[src/pll_latch_pkg.sv]
// Purpose: Constants for the dual synthesizer serial latch bank
// Assumes: 22-bit control words, two select bits in the low positions
// Notes: Word field positions used by the bank; the bench hardcodes its own
package pll_latch_pkg;
  localparam int WORD_W = 22;
  localparam int SEL_LSB = 0;
  localparam int SEL_W = 2;
  // Latch select codes
  localparam logic [1:0] SEL_IF_REF = 2'h0;
  localparam logic [1:0] SEL_IF_FB = 2'h1;
  localparam logic [1:0] SEL_RF_REF = 2'h2;
  localparam logic [1:0] SEL_RF_FB = 2'h3;
  // Reference latch fields
  localparam int REF_DIV_LSB = 2;
  localparam int REF_DIV_W = 14;
  localparam int REF_SENSE_BIT = 17;
  localparam int REF_GAIN_BIT = 18;
  localparam int REF_TRISTATE_BIT = 19;
  localparam int REF_LOCK_SEL_BIT = 20;
  localparam int REF_FASTLOCK_SEL_BIT = 21;
  // Feedback latch fields
  localparam int FB_A_LSB = 2;
  localparam int FB_A_W = 6;
  localparam int FB_B_LSB = 9;
  localparam int FB_B_W = 11;
  localparam int FB_PRESCALER_BIT = 20;
  localparam int FB_POWERDOWN_BIT = 21;
  // Power-up contents of every latch
  localparam logic [21:0] WORD_RESET = 22'h000000;
  // Cycles the pump stays tri-stated before a synchronous power-down completes
  localparam logic [1:0] PD_SETTLE_CYCLES = 2'h2;
endpackage : pll_latch_pkg

[src/dual_pll_latch_bank.sv]
// Purpose: Serial control-word bank of a dual IF/RF synthesizer
// Assumes: Link clock, data and strobe are asynchronous to i_clk
// Notes: Link inputs are double-registered, then edge-detected
//
// Functional notes
// - 22-bit shift register, MSB first, rising clock
// - Strobe rising edge copies word to selected latch
// - Code 00 loads IF reference latch, 14-bit
// - Code 01 loads IF feedback latch
// - Code 10 loads RF reference latch, 14-bit
// - Feedback latch holds 6-bit A, 11-bit B
// - IF reference latch bit layout
// - IF feedback latch bit layout
// - RF reference latch mirrors IF layout
// - Code 11 loads RF feedback latch, layout
// - IF sense bit selects detector polarity
// - IF tri-state bit floats charge pump
// - IF gain bit picks pump current
// - IF prescaler bit picks 8/9 or 16/17
// - Prescaler encodings per side
// - RF sense bit selects detector polarity
// - Per-side power-down bit shuts section
// - Tri-stated pump means immediate power-down
module dual_pll_latch_bank (
  // Clock and reset
  input wire logic i_clk,
  input wire logic i_rst,
  // Three-wire link
  input wire logic i_serial_clk,
  input wire logic i_serial_data,
  input wire logic i_load_strobe,
  // IF reference fields
  output logic [13:0] o_if_ref_div,
  output logic o_if_detector_sense_bit,
  output logic o_if_pump_tristate_bit,
  output logic o_if_pump_gain_bit,
  output logic o_if_lock_detect_select,
  output logic o_if_fastlock_output_select,
  // IF feedback fields
  output logic [5:0] o_if_a_count,
  output logic [10:0] o_if_b_count,
  output logic o_if_prescaler_select,
  output logic o_if_powerdown_bit,
  // RF reference fields
  output logic [13:0] o_rf_ref_div,
  output logic o_rf_detector_sense_bit,
  output logic o_rf_pump_tristate_bit,
  output logic o_rf_pump_gain_bit,
  output logic o_rf_lock_detect_select,
  output logic o_rf_fastlock_output_select,
  // RF feedback fields
  output logic [5:0] o_rf_a_count,
  output logic [10:0] o_rf_b_count,
  output logic o_rf_prescaler_select,
  output logic o_rf_powerdown_bit,
  // Section control
  output logic o_if_pump_hiz,
  output logic o_if_section_off,
  output logic o_rf_pump_hiz,
  output logic o_rf_section_off
);

  // ==========================================================
  // Input synchronisers
  logic [2:0] sync1_q;
  logic [2:0] sync1_d;
  logic [2:0] sync2_q;
  logic [2:0] sync2_d;
  logic [2:0] sync3_q;
  logic [2:0] sync3_d;

  // Pin order in every stage: strobe, data, clock
  always_comb
  begin
    sync1_d = {i_load_strobe, i_serial_data, i_serial_clk};
    sync2_d = sync1_q;
    sync3_d = sync2_q;
  end

  always_ff @(posedge i_clk or posedge i_rst)
  begin
    if (i_rst)
    begin
      sync1_q <= 3'h0;
      sync2_q <= 3'h0;
      sync3_q <= 3'h0;
    end
    else
    begin
      sync1_q <= sync1_d;
      sync2_q <= sync2_d;
      sync3_q <= sync3_d;
    end
  end

  // ==========================================================
  // Link edge detection
  logic sclk_rise;
  logic strobe_rise;
  logic data_bit;

  // Third stage only delays, so data lines up with its clock edge
  assign sclk_rise = sync2_q[0] & ~sync3_q[0];
  assign strobe_rise = sync2_q[2] & ~sync3_q[2];
  assign data_bit = sync3_q[1];

  // ==========================================================
  // Field decoding
  function automatic logic field_bit(input logic [21:0] w, input int pos);
    field_bit = w[pos];
  endfunction

  function automatic logic [1:0] select_of(input logic [21:0] w);
    select_of = w[pll_latch_pkg::SEL_LSB +: pll_latch_pkg::SEL_W];
  endfunction

  function automatic logic [13:0] ref_div_of(input logic [21:0] w);
    ref_div_of = w[pll_latch_pkg::REF_DIV_LSB +: pll_latch_pkg::REF_DIV_W];
  endfunction

  function automatic logic [5:0] a_count_of(input logic [21:0] w);
    a_count_of = w[pll_latch_pkg::FB_A_LSB +: pll_latch_pkg::FB_A_W];
  endfunction

  function automatic logic [10:0] b_count_of(input logic [21:0] w);
    b_count_of = w[pll_latch_pkg::FB_B_LSB +: pll_latch_pkg::FB_B_W];
  endfunction

  // ==========================================================
  // Input shift register
  logic [21:0] shift_q;
  logic [21:0] shift_d;

  always_comb
  begin
    shift_d = shift_q;
    if (sclk_rise)
    begin
      shift_d = {shift_q[20:0], data_bit};
    end
  end

  always_ff @(posedge i_clk or posedge i_rst)
  begin
    if (i_rst)
    begin
      shift_q <= pll_latch_pkg::WORD_RESET;
    end
    else
    begin
      shift_q <= shift_d;
    end
  end

  // ==========================================================
  // Control latches, indexed by select code
  logic [21:0] word_q [4];
  logic [21:0] word_d [4];
  logic [1:0] load_code;

  assign load_code = select_of(shift_q);

  always_comb
  begin
    for (int i = 0; i < 4; i++)
    begin
      word_d[i] = word_q[i];
      if (strobe_rise && (load_code == 2'(i)))
      begin
        word_d[i] = shift_q;
      end
    end
  end

  always_ff @(posedge i_clk or posedge i_rst)
  begin
    if (i_rst)
    begin
      for (int i = 0; i < 4; i++)
      begin
        word_q[i] <= pll_latch_pkg::WORD_RESET;
      end
    end
    else
    begin
      for (int i = 0; i < 4; i++)
      begin
        word_q[i] <= word_d[i];
      end
    end
  end

  // ==========================================================
  // Latch contents by function
  logic [21:0] if_ref_word;
  logic [21:0] if_fb_word;
  logic [21:0] rf_ref_word;
  logic [21:0] rf_fb_word;

  assign if_ref_word = word_q[pll_latch_pkg::SEL_IF_REF];
  assign if_fb_word = word_q[pll_latch_pkg::SEL_IF_FB];
  assign rf_ref_word = word_q[pll_latch_pkg::SEL_RF_REF];
  assign rf_fb_word = word_q[pll_latch_pkg::SEL_RF_FB];

  // ==========================================================
  // Power-down sequencing, side 0 IF, side 1 RF
  generate
    for (genvar s = 0; s < 2; s++)
    begin : g_side
      logic pd_req;
      logic ts_req;
      logic [1:0] pd_cnt_q;
      logic [1:0] pd_cnt_d;
      logic off_q;
      logic off_d;
      logic hiz_q;
      logic hiz_d;

      assign pd_req = field_bit(word_q[2*s+1], pll_latch_pkg::FB_POWERDOWN_BIT);
      assign ts_req = field_bit(word_q[2*s], pll_latch_pkg::REF_TRISTATE_BIT);

      always_comb
      begin
        pd_cnt_d = pd_cnt_q;
        off_d = off_q;
        hiz_d = ts_req;
        if (!pd_req)
        begin
          pd_cnt_d = 2'h0;
          off_d = 1'h0;
        end
        else if (ts_req)
        begin
          off_d = 1'h1;
        end
        else
        begin
          hiz_d = 1'h1;
          if (pd_cnt_q == pll_latch_pkg::PD_SETTLE_CYCLES)
          begin
            off_d = 1'h1;
          end
          else
          begin
            pd_cnt_d = pd_cnt_q + 2'h1;
          end
        end
      end

      always_ff @(posedge i_clk or posedge i_rst)
      begin
        if (i_rst)
        begin
          pd_cnt_q <= 2'h0;
          off_q <= 1'h0;
          hiz_q <= 1'h0;
        end
        else
        begin
          pd_cnt_q <= pd_cnt_d;
          off_q <= off_d;
          hiz_q <= hiz_d;
        end
      end
    end
  endgenerate

  // ==========================================================
  // IF reference fields
  assign o_if_ref_div = ref_div_of(if_ref_word);
  assign o_if_detector_sense_bit = field_bit(if_ref_word, pll_latch_pkg::REF_SENSE_BIT);
  assign o_if_pump_tristate_bit = field_bit(if_ref_word, pll_latch_pkg::REF_TRISTATE_BIT);
  assign o_if_pump_gain_bit = field_bit(if_ref_word, pll_latch_pkg::REF_GAIN_BIT);
  assign o_if_lock_detect_select = field_bit(if_ref_word, pll_latch_pkg::REF_LOCK_SEL_BIT);
  assign o_if_fastlock_output_select =
    field_bit(if_ref_word, pll_latch_pkg::REF_FASTLOCK_SEL_BIT);

  // IF feedback fields
  assign o_if_a_count = a_count_of(if_fb_word);
  assign o_if_b_count = b_count_of(if_fb_word);
  assign o_if_prescaler_select =
    field_bit(if_fb_word, pll_latch_pkg::FB_PRESCALER_BIT);
  assign o_if_powerdown_bit = field_bit(if_fb_word, pll_latch_pkg::FB_POWERDOWN_BIT);

  // RF reference fields
  assign o_rf_ref_div = ref_div_of(rf_ref_word);
  assign o_rf_detector_sense_bit = field_bit(rf_ref_word, pll_latch_pkg::REF_SENSE_BIT);
  assign o_rf_pump_tristate_bit = field_bit(rf_ref_word, pll_latch_pkg::REF_TRISTATE_BIT);
  assign o_rf_pump_gain_bit = field_bit(rf_ref_word, pll_latch_pkg::REF_GAIN_BIT);
  assign o_rf_lock_detect_select = field_bit(rf_ref_word, pll_latch_pkg::REF_LOCK_SEL_BIT);
  assign o_rf_fastlock_output_select =
    field_bit(rf_ref_word, pll_latch_pkg::REF_FASTLOCK_SEL_BIT);

  // RF feedback fields
  assign o_rf_a_count = a_count_of(rf_fb_word);
  assign o_rf_b_count = b_count_of(rf_fb_word);
  assign o_rf_prescaler_select = field_bit(rf_fb_word, pll_latch_pkg::FB_PRESCALER_BIT);
  assign o_rf_powerdown_bit = field_bit(rf_fb_word, pll_latch_pkg::FB_POWERDOWN_BIT);

  // ==========================================================
  // Section control
  assign o_if_pump_hiz = g_side[0].hiz_q;
  assign o_if_section_off = g_side[0].off_q;
  assign o_rf_pump_hiz = g_side[1].hiz_q;
  assign o_rf_section_off = g_side[1].off_q;

endmodule // dual_pll_latch_bank

[config.mk]
export PLATFORM = sky130hd
export DESIGN_NAME = dual_pll_latch_bank
export DESIGN_NICKNAME = d
export VERILOG_FILES = /design/src/pll_latch_pkg.sv /design/src/dual_pll_latch_bank.sv
export SDC_FILE = /design/constraint.sdc
export NUM_CORES = 1
export LEC_CHECK = 0
export BUFFER_PORTS_ARGS = -buffer_cell sky130_fd_sc_hd__buf_2
export CORE_MARGIN = 2
export CORE_UTILIZATION = 54
export CTS_CLUSTER_SIZE = 25
export DETAILED_ROUTE_END_ITERATION = 16
export HOLD_SLACK_MARGIN = 0.15
export PLACE_DENSITY = 0.74
export SYNTH_ARGS = -nofsm -noshare
export SYNTH_HDL_FRONTEND = slang
export SYNTH_SLANG_ARGS = --single-unit
[constraint.sdc]
create_clock -name i_clk -period 4.6 [get_ports i_clk]
set_clock_uncertainty 0.2 [all_clocks]
set_input_delay 0.23 -clock i_clk [delete_from_list [all_inputs] [get_ports i_clk]]
set_output_delay 0.23 -clock i_clk [all_outputs]
set_load 0.03 [all_outputs]
=== After elaboration in Yosys (flattened, before gate mapping) ===
Index checks and enable logic that the tools add are counted.

* Word-level logic and storage cells: 52
* Register bits: 127

* Reductions and logical operators: 7
* Add/sub/neg operators: 2
* Multiplexer cells: 14
* Equality and inequality tests: 11
* Bitwise logic cells: 4

{| class="wikitable"
|+ Operator list
! kind !! count
|-
| 2-bit two-way mux || 6
|-
| 2-bit == test (second input constant) || 4
|-
| 1-bit two-way mux || 8
|-
| 2-bit != test (second input constant) || 4
|-
| 3-bit by 1-bit != test with 1-bit output (second input constant) || 2
|-
| 2-bit by 1-bit adder with 2-bit output (second input constant) || 2
|-
| 1-bit logical AND || 4
|-
| 2-bit AND reduction || 2
|-
| 1-bit AND || 2
|-
| 2-bit by 1-bit == test with 1-bit output (second input constant) || 1
|-
| 2-bit logical NOT || 1
|-
| 1-bit inverter || 2
|}

=== Longest topological paths before layout ===
Gate-level depths: netlist of run 1.

* Depth in word-level cells: 4
* Gate-level depth with buffers: 4

=== Worst setup path before layout of run 1 ===
OpenSTA, ideal clock, no wires.

* Path type: reg-to-reg
* Start point: register shift_q[0]
* End point: register word_q, in the netlist if_ref_word[20]
* Setup slack: 2.967 ns
* Library setup time: 0.125 ns
* Arrival: 1.308 ns
* Cell stages (with the launch flop): 5
* Clock period less this slack: 1.633 ns
* Cell sequence: dfrtp_1 > nor4b_2 > buf_4 > buf_12 > mux2_2

* Longest elaborated chain between the ends: 2

{| class="wikitable"
|+ Ends and longest elaborated chain
! what !! RTL line !! RTL
|-
| start, declared || dual_pll_latch_bank.sv:131 || <nowiki>logic [21:0] shift_q;</nowiki>
|-
| start signal, assigned || dual_pll_latch_bank.sv:147 || <nowiki>shift_q <= pll_latch_pkg::WORD_RESET;</nowiki>
|-
| start signal, assigned || dual_pll_latch_bank.sv:151 || <nowiki>shift_q <= shift_d;</nowiki>
|-
| 2-bit logical NOT || dual_pll_latch_bank.sv:168 || <nowiki>if (strobe_rise && (load_code == 2'(i)))</nowiki>
|-
| 1-bit logical AND || dual_pll_latch_bank.sv:168 ||
|-
| end signal, assigned by index || dual_pll_latch_bank.sv:181 || <nowiki>word_q[i] <= pll_latch_pkg::WORD_RESET;</nowiki>
|-
| end signal, assigned by index || dual_pll_latch_bank.sv:188 || <nowiki>word_q[i] <= word_d[i];</nowiki>
|-
| end, declared || dual_pll_latch_bank.sv:157 || <nowiki>logic [21:0] word_q [4];</nowiki>
|}

No other way between the ends.
A chain may end at the register's enable or synchronous reset.

=== Worst setup path after layout of run 1 ===
* Start point: register shift_q[1]
* End point: register word_q, in the netlist if_fb_word[15]

* Longest elaborated chain between the ends: 2

{| class="wikitable"
|+ Ends and longest elaborated chain
! what !! RTL line
|-
| 2-bit by 1-bit == test with 1-bit output || dual_pll_latch_bank.sv:168
|-
| 1-bit logical AND || dual_pll_latch_bank.sv:168
|}

No other way between the ends.

==> results.yml, run 1 <==
outcome:
  status: "finished, final reports clean"
yosys:
  yosysWarnings: 0
  synthesis.nets: 256
  syn-mean-instance-area_um2: 17.6
  synth_top_area_share_pct: 65.8
  synth-seq-cells: 115
  post_synth_top_flop: "sky130_fd_sc_hd__dfrtp_1"
  ys_types: 18
  netlist.top_cell.by_area: "sky130_fd_sc_hd__dfrtp_1"
  synth_most_common_cell: "sky130_fd_sc_hd__dfrtp_1"
  synthCells: 249
  synth_commonest_cells: "sky130_fd_sc_hd__dfrtp_1, sky130_fd_sc_hd__mux2_2, sky130_fd_sc_hd__mux2_4"
  synth_area_um2: 4370
  seq_area_frac_synth_pct: 65.8
  ys_top_cells_by_area: "sky130_fd_sc_hd__dfrtp_1, sky130_fd_sc_hd__mux2_2, sky130_fd_sc_hd__mux2_4"
  synth-edff-count: 0
  ys_async_sr_fraction_pct: 100
worst_setup_path:
  arrival_ns: 2.43
  worst-setup-path-type: "reg -> reg"
  worst_ep_required_time_ns: 4.78
  worstSetupEndpointType: "flip-flop"
  crit_path_max_fanout: 19
  critical_path.startpoint_type: "flip-flop"
cts:
  postCtsResizedCells: 0
  tritoncts: "built"
  insertion_delay_ns: 0.49
  clkTransAtPathRegs_ns: 0.06
  h-tree-depth: 4
  cts.sinks: 115
  cts-buffers-inserted: 17
  ctsLongestPathBuffers: 2
  root_buffer: "sky130_fd_sc_hd__clkbuf_8"
cells_and_area:
  layout-drive-gt1-share_pct: 60.5
  area_overhead_of_the_layout_relative_to_synthesis_pct: 25.4
  multi_input_area_um2: 1370
  final_net_count: 359
  final_util_pct: 70.6
  antenna_cells_inserted: 0
  regArea_um2: 2880
  n_fill_cell: 535
  final-instance-count-excl-fill: 467
timing:
  rsz0062_at_grt: "no"
  max_freq_mhz: 445
  worst_slew_pin_slew_ns: 1.18
  timing_hold_violations_final: 0
  max_slew_margin_pct: 21.1
  final.min_clock_period_ns: 2.25
  layout_worst_path_cycle_share_pct: 48.9
  timing.final.setup_violations: 0
  holdWs_ns: 0.152
  timing.setup.tns_ns: 0
  timing_max_transition_violations_final: 0
grt:
  grt_max_degree: 73
  grt_remaining_overflow: 0
  grt_most_used_layer: "met2"
  grt_pass1_vias: 2497
  globalRouteTotalUtil_pct: 19.9
  grt_util_met3_pct: 6.74
  met1_track_usage_gr_pct: 26.9
  antenna_violations_before_repair: 0
  globalRouteMet2Util_pct: 31.0
  first_pass_grt_wire_length_um: 13100
placement:
  gp_routability_congestion: 0.739
  buffer_ports.inserted: 84
  dp.cells: 429
  hpwlAfterDp_um: 5000
route:
  vias_per_cell: 5.12
  firstDrtPassIters: 4
  dr.first_iter.drc_count: 69
  route.detailed.wl_per_inst_um: 17.1
  totalWireLength_um: 7990
  routed-via-count: 2392
  drcViolationCount: 0
  postRouteAntennaNets: 0
power:
  power_leakage_nw: 2.88
  powerDensity_nw_per_um2: 653
  vdd_drop_max_mv: 0.306
  power.total_w: 0.00358
floorplan:
  dieArea_um2: 8830
  ios: 85
  core_region_um2: 7770
  floorplan.initialDensity_pct: 56.3
  horizontal_die_dimension_um: 94.0
  fp_rows: 32
  die_h_um: 94.0
hold_path:
  hp-class: "reg -> reg"
flow_run:
  maxCapViolCount: 0
## power breakdown
group          switching [W]  internal (W)
clock network       0.000446      0.000820
registers           0.000187       0.00125
logic               0.000521      0.000360
## final timing paths
check | start | to | slack, ns | depth (start not counted)
max in group asynchronous | i_rst | if_fb_word[9]$_DFFE_PP0P_ | 2.82 | 4
min in group asynchronous | i_rst | if_fb_word[5]$_DFFE_PP0P_ | 0.29 | 3
hold / removal | sync1_q[0]$_DFF_PP0_ | sync2_q[0]$_DFF_PP0_ | 0.15 | 0
setup / recovery | shift_q[1]$_DFFE_PP0P_ | if_fb_word[15]$_DFFE_PP0P_ | 2.35 | 2
setup reg to reg | shift_q[1]$_DFFE_PP0P_ | if_fb_word[15]$_DFFE_PP0P_ | 2.35 | 2
hold reg to reg | sync1_q[0]$_DFF_PP0_ | sync2_q[0]$_DFF_PP0_ | 0.15 | 0
## final cells by class
cell class	instances	share of cell area (%)
sequential	115	52.5
multi-input combinational	121	25.0
timing repair buffer	94	9.31
clock buffer	18	7.62
clock inverter	14	2.97
tap	102	2.33
inverter	3	0.251
## worst max-delay path, stage by stage (launching register included)
cell and delay (ns):
sky130_fd_sc_hd__dfrtp_1 0.45, sky130_fd_sc_hd__and4bb_1 1.06, sky130_fd_sc_hd__mux2_2 0.42
## repair_timing
item | CTS | global route
hold buffers | 6 | 0
hold endpoints to repair | 75 | 0
buffers inserted | 0 | 0
## stage by stage
| step | setup slack, ns | cell area [um2] |
|---|---|---|
| final | 2.35 | 5480 |
| after global routing | 2.27 | 5480 |
| after CTS | 2.33 | 5480 |
| after detailed placement | 2.35 | 4840 |
| after global placement | 2.40 | 4840 |
| after floorplan | 1.13 | 4370 |
## kinds of logic (layout without fill, tap and decap cells)
family                     Yosys count  after routing  synth area share (%)
AOI/OAI and AO/OA                   10             10                  1.55
and+or+nand+nor                     11             11                  2.12
muxes                               98             98                  27.0
buffers and inverters               13            129                  2.98
DFF                                115            115                  65.8
adders and majority gates            2              2                 0.572
## placed cells by master (no fill, tap or decap)
cell                            Yosys  layout
sky130_fd_sc_hd__buf_4              2       4
sky130_fd_sc_hd__nor4b_4            0       1
sky130_fd_sc_hd__ha_1               2       2
sky130_fd_sc_hd__or2_2              2       2
sky130_fd_sc_hd__clkinv_4           0       1
sky130_fd_sc_hd__o21ai_0            4       4
sky130_fd_sc_hd__inv_4              0       1
sky130_fd_sc_hd__inv_6              0       1
sky130_fd_sc_hd__mux2_4            20      20
sky130_fd_sc_hd__dlygate4sd3_1      0       6
sky130_fd_sc_hd__nand2b_1           1       1
sky130_fd_sc_hd__nand4b_1           1       1
sky130_fd_sc_hd__dfrtp_1          115     115
sky130_fd_sc_hd__clkbuf_8           0       1
sky130_fd_sc_hd__and4bb_1           2       2
sky130_fd_sc_hd__mux2_2            78      78
sky130_fd_sc_hd__buf_2              2      84
sky130_fd_sc_hd__or3_1              4       4
sky130_fd_sc_hd__inv_1              3       2
sky130_fd_sc_hd__o31a_1             2       2
sky130_fd_sc_hd__bufinv_16          0       3
sky130_fd_sc_hd__clkinvlp_4         0       4
sky130_fd_sc_hd__clkbuf_1           0       1
sky130_fd_sc_hd__a21boi_0           4       4
sky130_fd_sc_hd__clkinv_2           0       5
sky130_fd_sc_hd__clkbuf_16          0      16
## flip-flops by register name (all words and copies together) (netlist names)
| name | count |
|---|---|
| rf_ref_word | 19 |
| rf_fb_word | 19 |
| if_fb_word | 19 |
| o_rf_section_off | 1 |
| sync1_q | 3 |
| o_rf_pump_hiz | 1 |
| g_side.pd_cnt_q | 4 |
| if_ref_word | 19 |
| o_if_section_off | 1 |
| o_if_pump_hiz | 1 |
| sync2_q | 3 |
| shift_q | 22 |
| sync3_q | 3 |
## per-layer routing
layer / routed length [um] / vias to the layer above
li1: - / 1101
met1: 3670 / 1233
met2: 3950 / 54
met3: 323 / 4
met4: 48 / 0
met5: 0 / -
No activity file was read; power rests on OpenSTA's default activity.
==> inputs of run 2 (changes only) <==
==> constraint.sdc (replaced) <==
create_clock -name i_clk -period 2.1 [get_ports i_clk]
set_clock_uncertainty 0.2 [all_clocks]
set_input_delay 0.105 -clock i_clk [delete_from_list [all_inputs] [get_ports i_clk]]
set_output_delay 0.105 -clock i_clk [all_outputs]
set_load 0.03 [all_outputs]
==> run 2 against run 1 <==
Against the previous run: non-clock buffer count up 10; combinational power up 120%; first-iteration DRC count up 64%; fmax up 22%; final area up 3.5%; routed wire length up 6.9%; die area unchanged; register-to-register slack worse by 2.1 ns; setup slack worse by 2.1 ns; critical path type unchanged; worst hold slack worse by 0.0024 ns; cell count up 2.1%; via count up 3.1%.
==> results.yml, run 2 (synthesized netlist as in run 1, its figures left out) <==
worst_setup_path:
  arrival_ns: 2.03
  worst_ep_required_time_ns: 2.29
  critical_path.slowest_cell: "sky130_fd_sc_hd__nor4b_4"
  worst-setup-path-type: "reg -> reg"
  worstSetupEndpointType: "flip-flop"
  max_stage_delay_ns: 0.49
  crit_path_max_fanout: 6
  cp_cell_sequence: "nor4b_4 > buf_4 > mux2_2"
  critical_path.startpoint_type: "flip-flop"
placement:
  place_worst_setup_slack_ns: 0.281
  buffer_ports.inserted: 84
  gp_routability_congestion: 0.700
  hpwlAfterDp_um: 5160
grt:
  first_pass_grt_wire_length_um: 13900
  antenna_violations_before_repair: 0
  grt_pass1_vias: 2598
  grt_max_degree: 116
  globalRouteTotalUtil_pct: 21.6
  grt_remaining_overflow: 0
timing:
  timing_max_transition_violations_final: 0
  max_freq_mhz: 543
  timing_hold_violations_final: 0
  finalWorstSetupSlack_ns: 0.258
  layout_worst_path_cycle_share_pct: 87.7
  final.min_clock_period_ns: 1.84
  timing.setup.tns_ns: 0
  max_slew_margin_pct: 59.9
  holdWs_ns: 0.150
  timing.final.setup_violations: 0
  rsz0062_at_grt: "no"
  worst_slew_pin_slew_ns: 0.602
power:
  power_leakage_nw: 2.97
  power.total_w: 0.00822
  vdd_drop_max_mv: 0.783
  powerDensity_nw_per_um2: 1450
floorplan:
  ios: 85
  horizontal_die_dimension_um: 94.0
  fp_rows: 32
  die_h_um: 94.0
  core_region_um2: 7770
  dieArea_um2: 8830
  floorplan.initialDensity_pct: 56.3
cells_and_area:
  largest_register: "shift_q"
  final_cell_mix: "sky130_fd_sc_hd__dfrtp_1, sky130_fd_sc_hd__buf_2, sky130_fd_sc_hd__mux2_2"
  n_fill_cell: 520
  final_net_count: 369
  mostFrequentLayoutCell: "sky130_fd_sc_hd__dfrtp_1"
  max_ffs_per_register: 22
  area_overhead_of_the_layout_relative_to_synthesis_pct: 29.9
  antenna_cells_inserted: 0
  layout-drive-gt1-share_pct: 60.5
route:
  routed-via-count: 2465
  vias_per_cell: 5.17
  postRouteAntennaNets: 0
  totalWireLength_um: 8540
  route.detailed.wl_per_inst_um: 17.9
  firstDrtPassIters: 4
  drcViolationCount: 0
  dr.first_iter.drc_count: 113
cts:
  cts-buffers-inserted: 17
  clkTransAtPathRegs_ns: 0.05
  h-tree-depth: 4
  root_buffer: "sky130_fd_sc_hd__clkbuf_8"
  postCtsResizedCells: 0
  cts_post_setup_buffers_inserted: 0
  cts.sinks: 115
  insertion_delay_ns: 0.51
  ctsLongestPathBuffers: 2
  tritoncts: "built"
flow_run:
  maxCapViolCount: 0
hold_path:
  hp-class: "reg -> reg"
outcome:
  status: "finished, final reports clean"
[run 2: cell types whose count changed in the layout (fill, tap and decap cells not counted), sizes merged]
cell	change
buf	+6
clkinvlp	-1
clkbuf	+1
clkinv	-1
bufinv	+2
dlygate4sd3	+4
inv	-1
[run 2: area by class of cell]
cell class,instances,area (um2),area share [%]
clock buffers,19,432,7.60
inverters,3,15.0,0.264
repair buffers,104,646,11.4
flip-flops and latches,115,2880,50.7
well taps,102,128,2.25
clock inverters,13,206,3.64
multi-input cells,121,1370,24.2
[run 2: metal layers]
metal	track usage (%)	up-vias	wire length, um
li1	-	1125	-
met1	28.4	1270	3790
met2	33.2	57	4220
met3	6.98	13	386
met4	9.06	0	143
met5	0	-	0
[run 2: worst paths after layout]
kind                                             start                                end  slack (ns)  cells after the start
worst max-delay path            shift_q[0]$_DFFE_PP0P_         if_ref_word[8]$_DFFE_PP0P_        0.26                      3
max in group asynchronous                        i_rst            shift_q[21]$_DFFE_PP0P_        0.56                      5
worst min-delay path              sync2_q[1]$_DFF_PP0_               sync3_q[1]$_DFF_PP0_        0.15                      0
worst max register to register  shift_q[0]$_DFFE_PP0P_         if_ref_word[8]$_DFFE_PP0P_        0.26                      3
worst min register to register    sync2_q[1]$_DFF_PP0_               sync3_q[1]$_DFF_PP0_        0.15                      0
min in group asynchronous                        i_rst  g_side[0].pd_cnt_q[1]$_DFFE_PP0P_        0.68                      5
[run 2: power breakdown]
part           total, W  internal (W)  switching, W
Sequential      0.00316       0.00273      0.000425
Combinational   0.00198      0.000813       0.00117
Clock           0.00308       0.00208       0.00101
[run 2: repair_timing]
item | 4_1_cts | 5_1_grt
endpoints found under the setup margin | 0 | 0
hold buffers | 10 | 0
hold endpoints to repair | 120 | 0
[run 2: critical path, delay by kind of cell, from the launching register on]
family,cells,cell delay [ns]
flops,1,0.44
mux,1,0.34
simple gates,1,0.49
buf+inv,1,0.24
[run 2: per-stage QoR]
stage                     instance area, um2  utilization, %  std cells
after floorplan                         4380               -        249
after global placement                  4940            63.6        435
after detailed placement                4940            63.6        435
after CTS                               5680            73.1        477
after global routing                    5680            73.1        477
final                                   5680            73.1        477
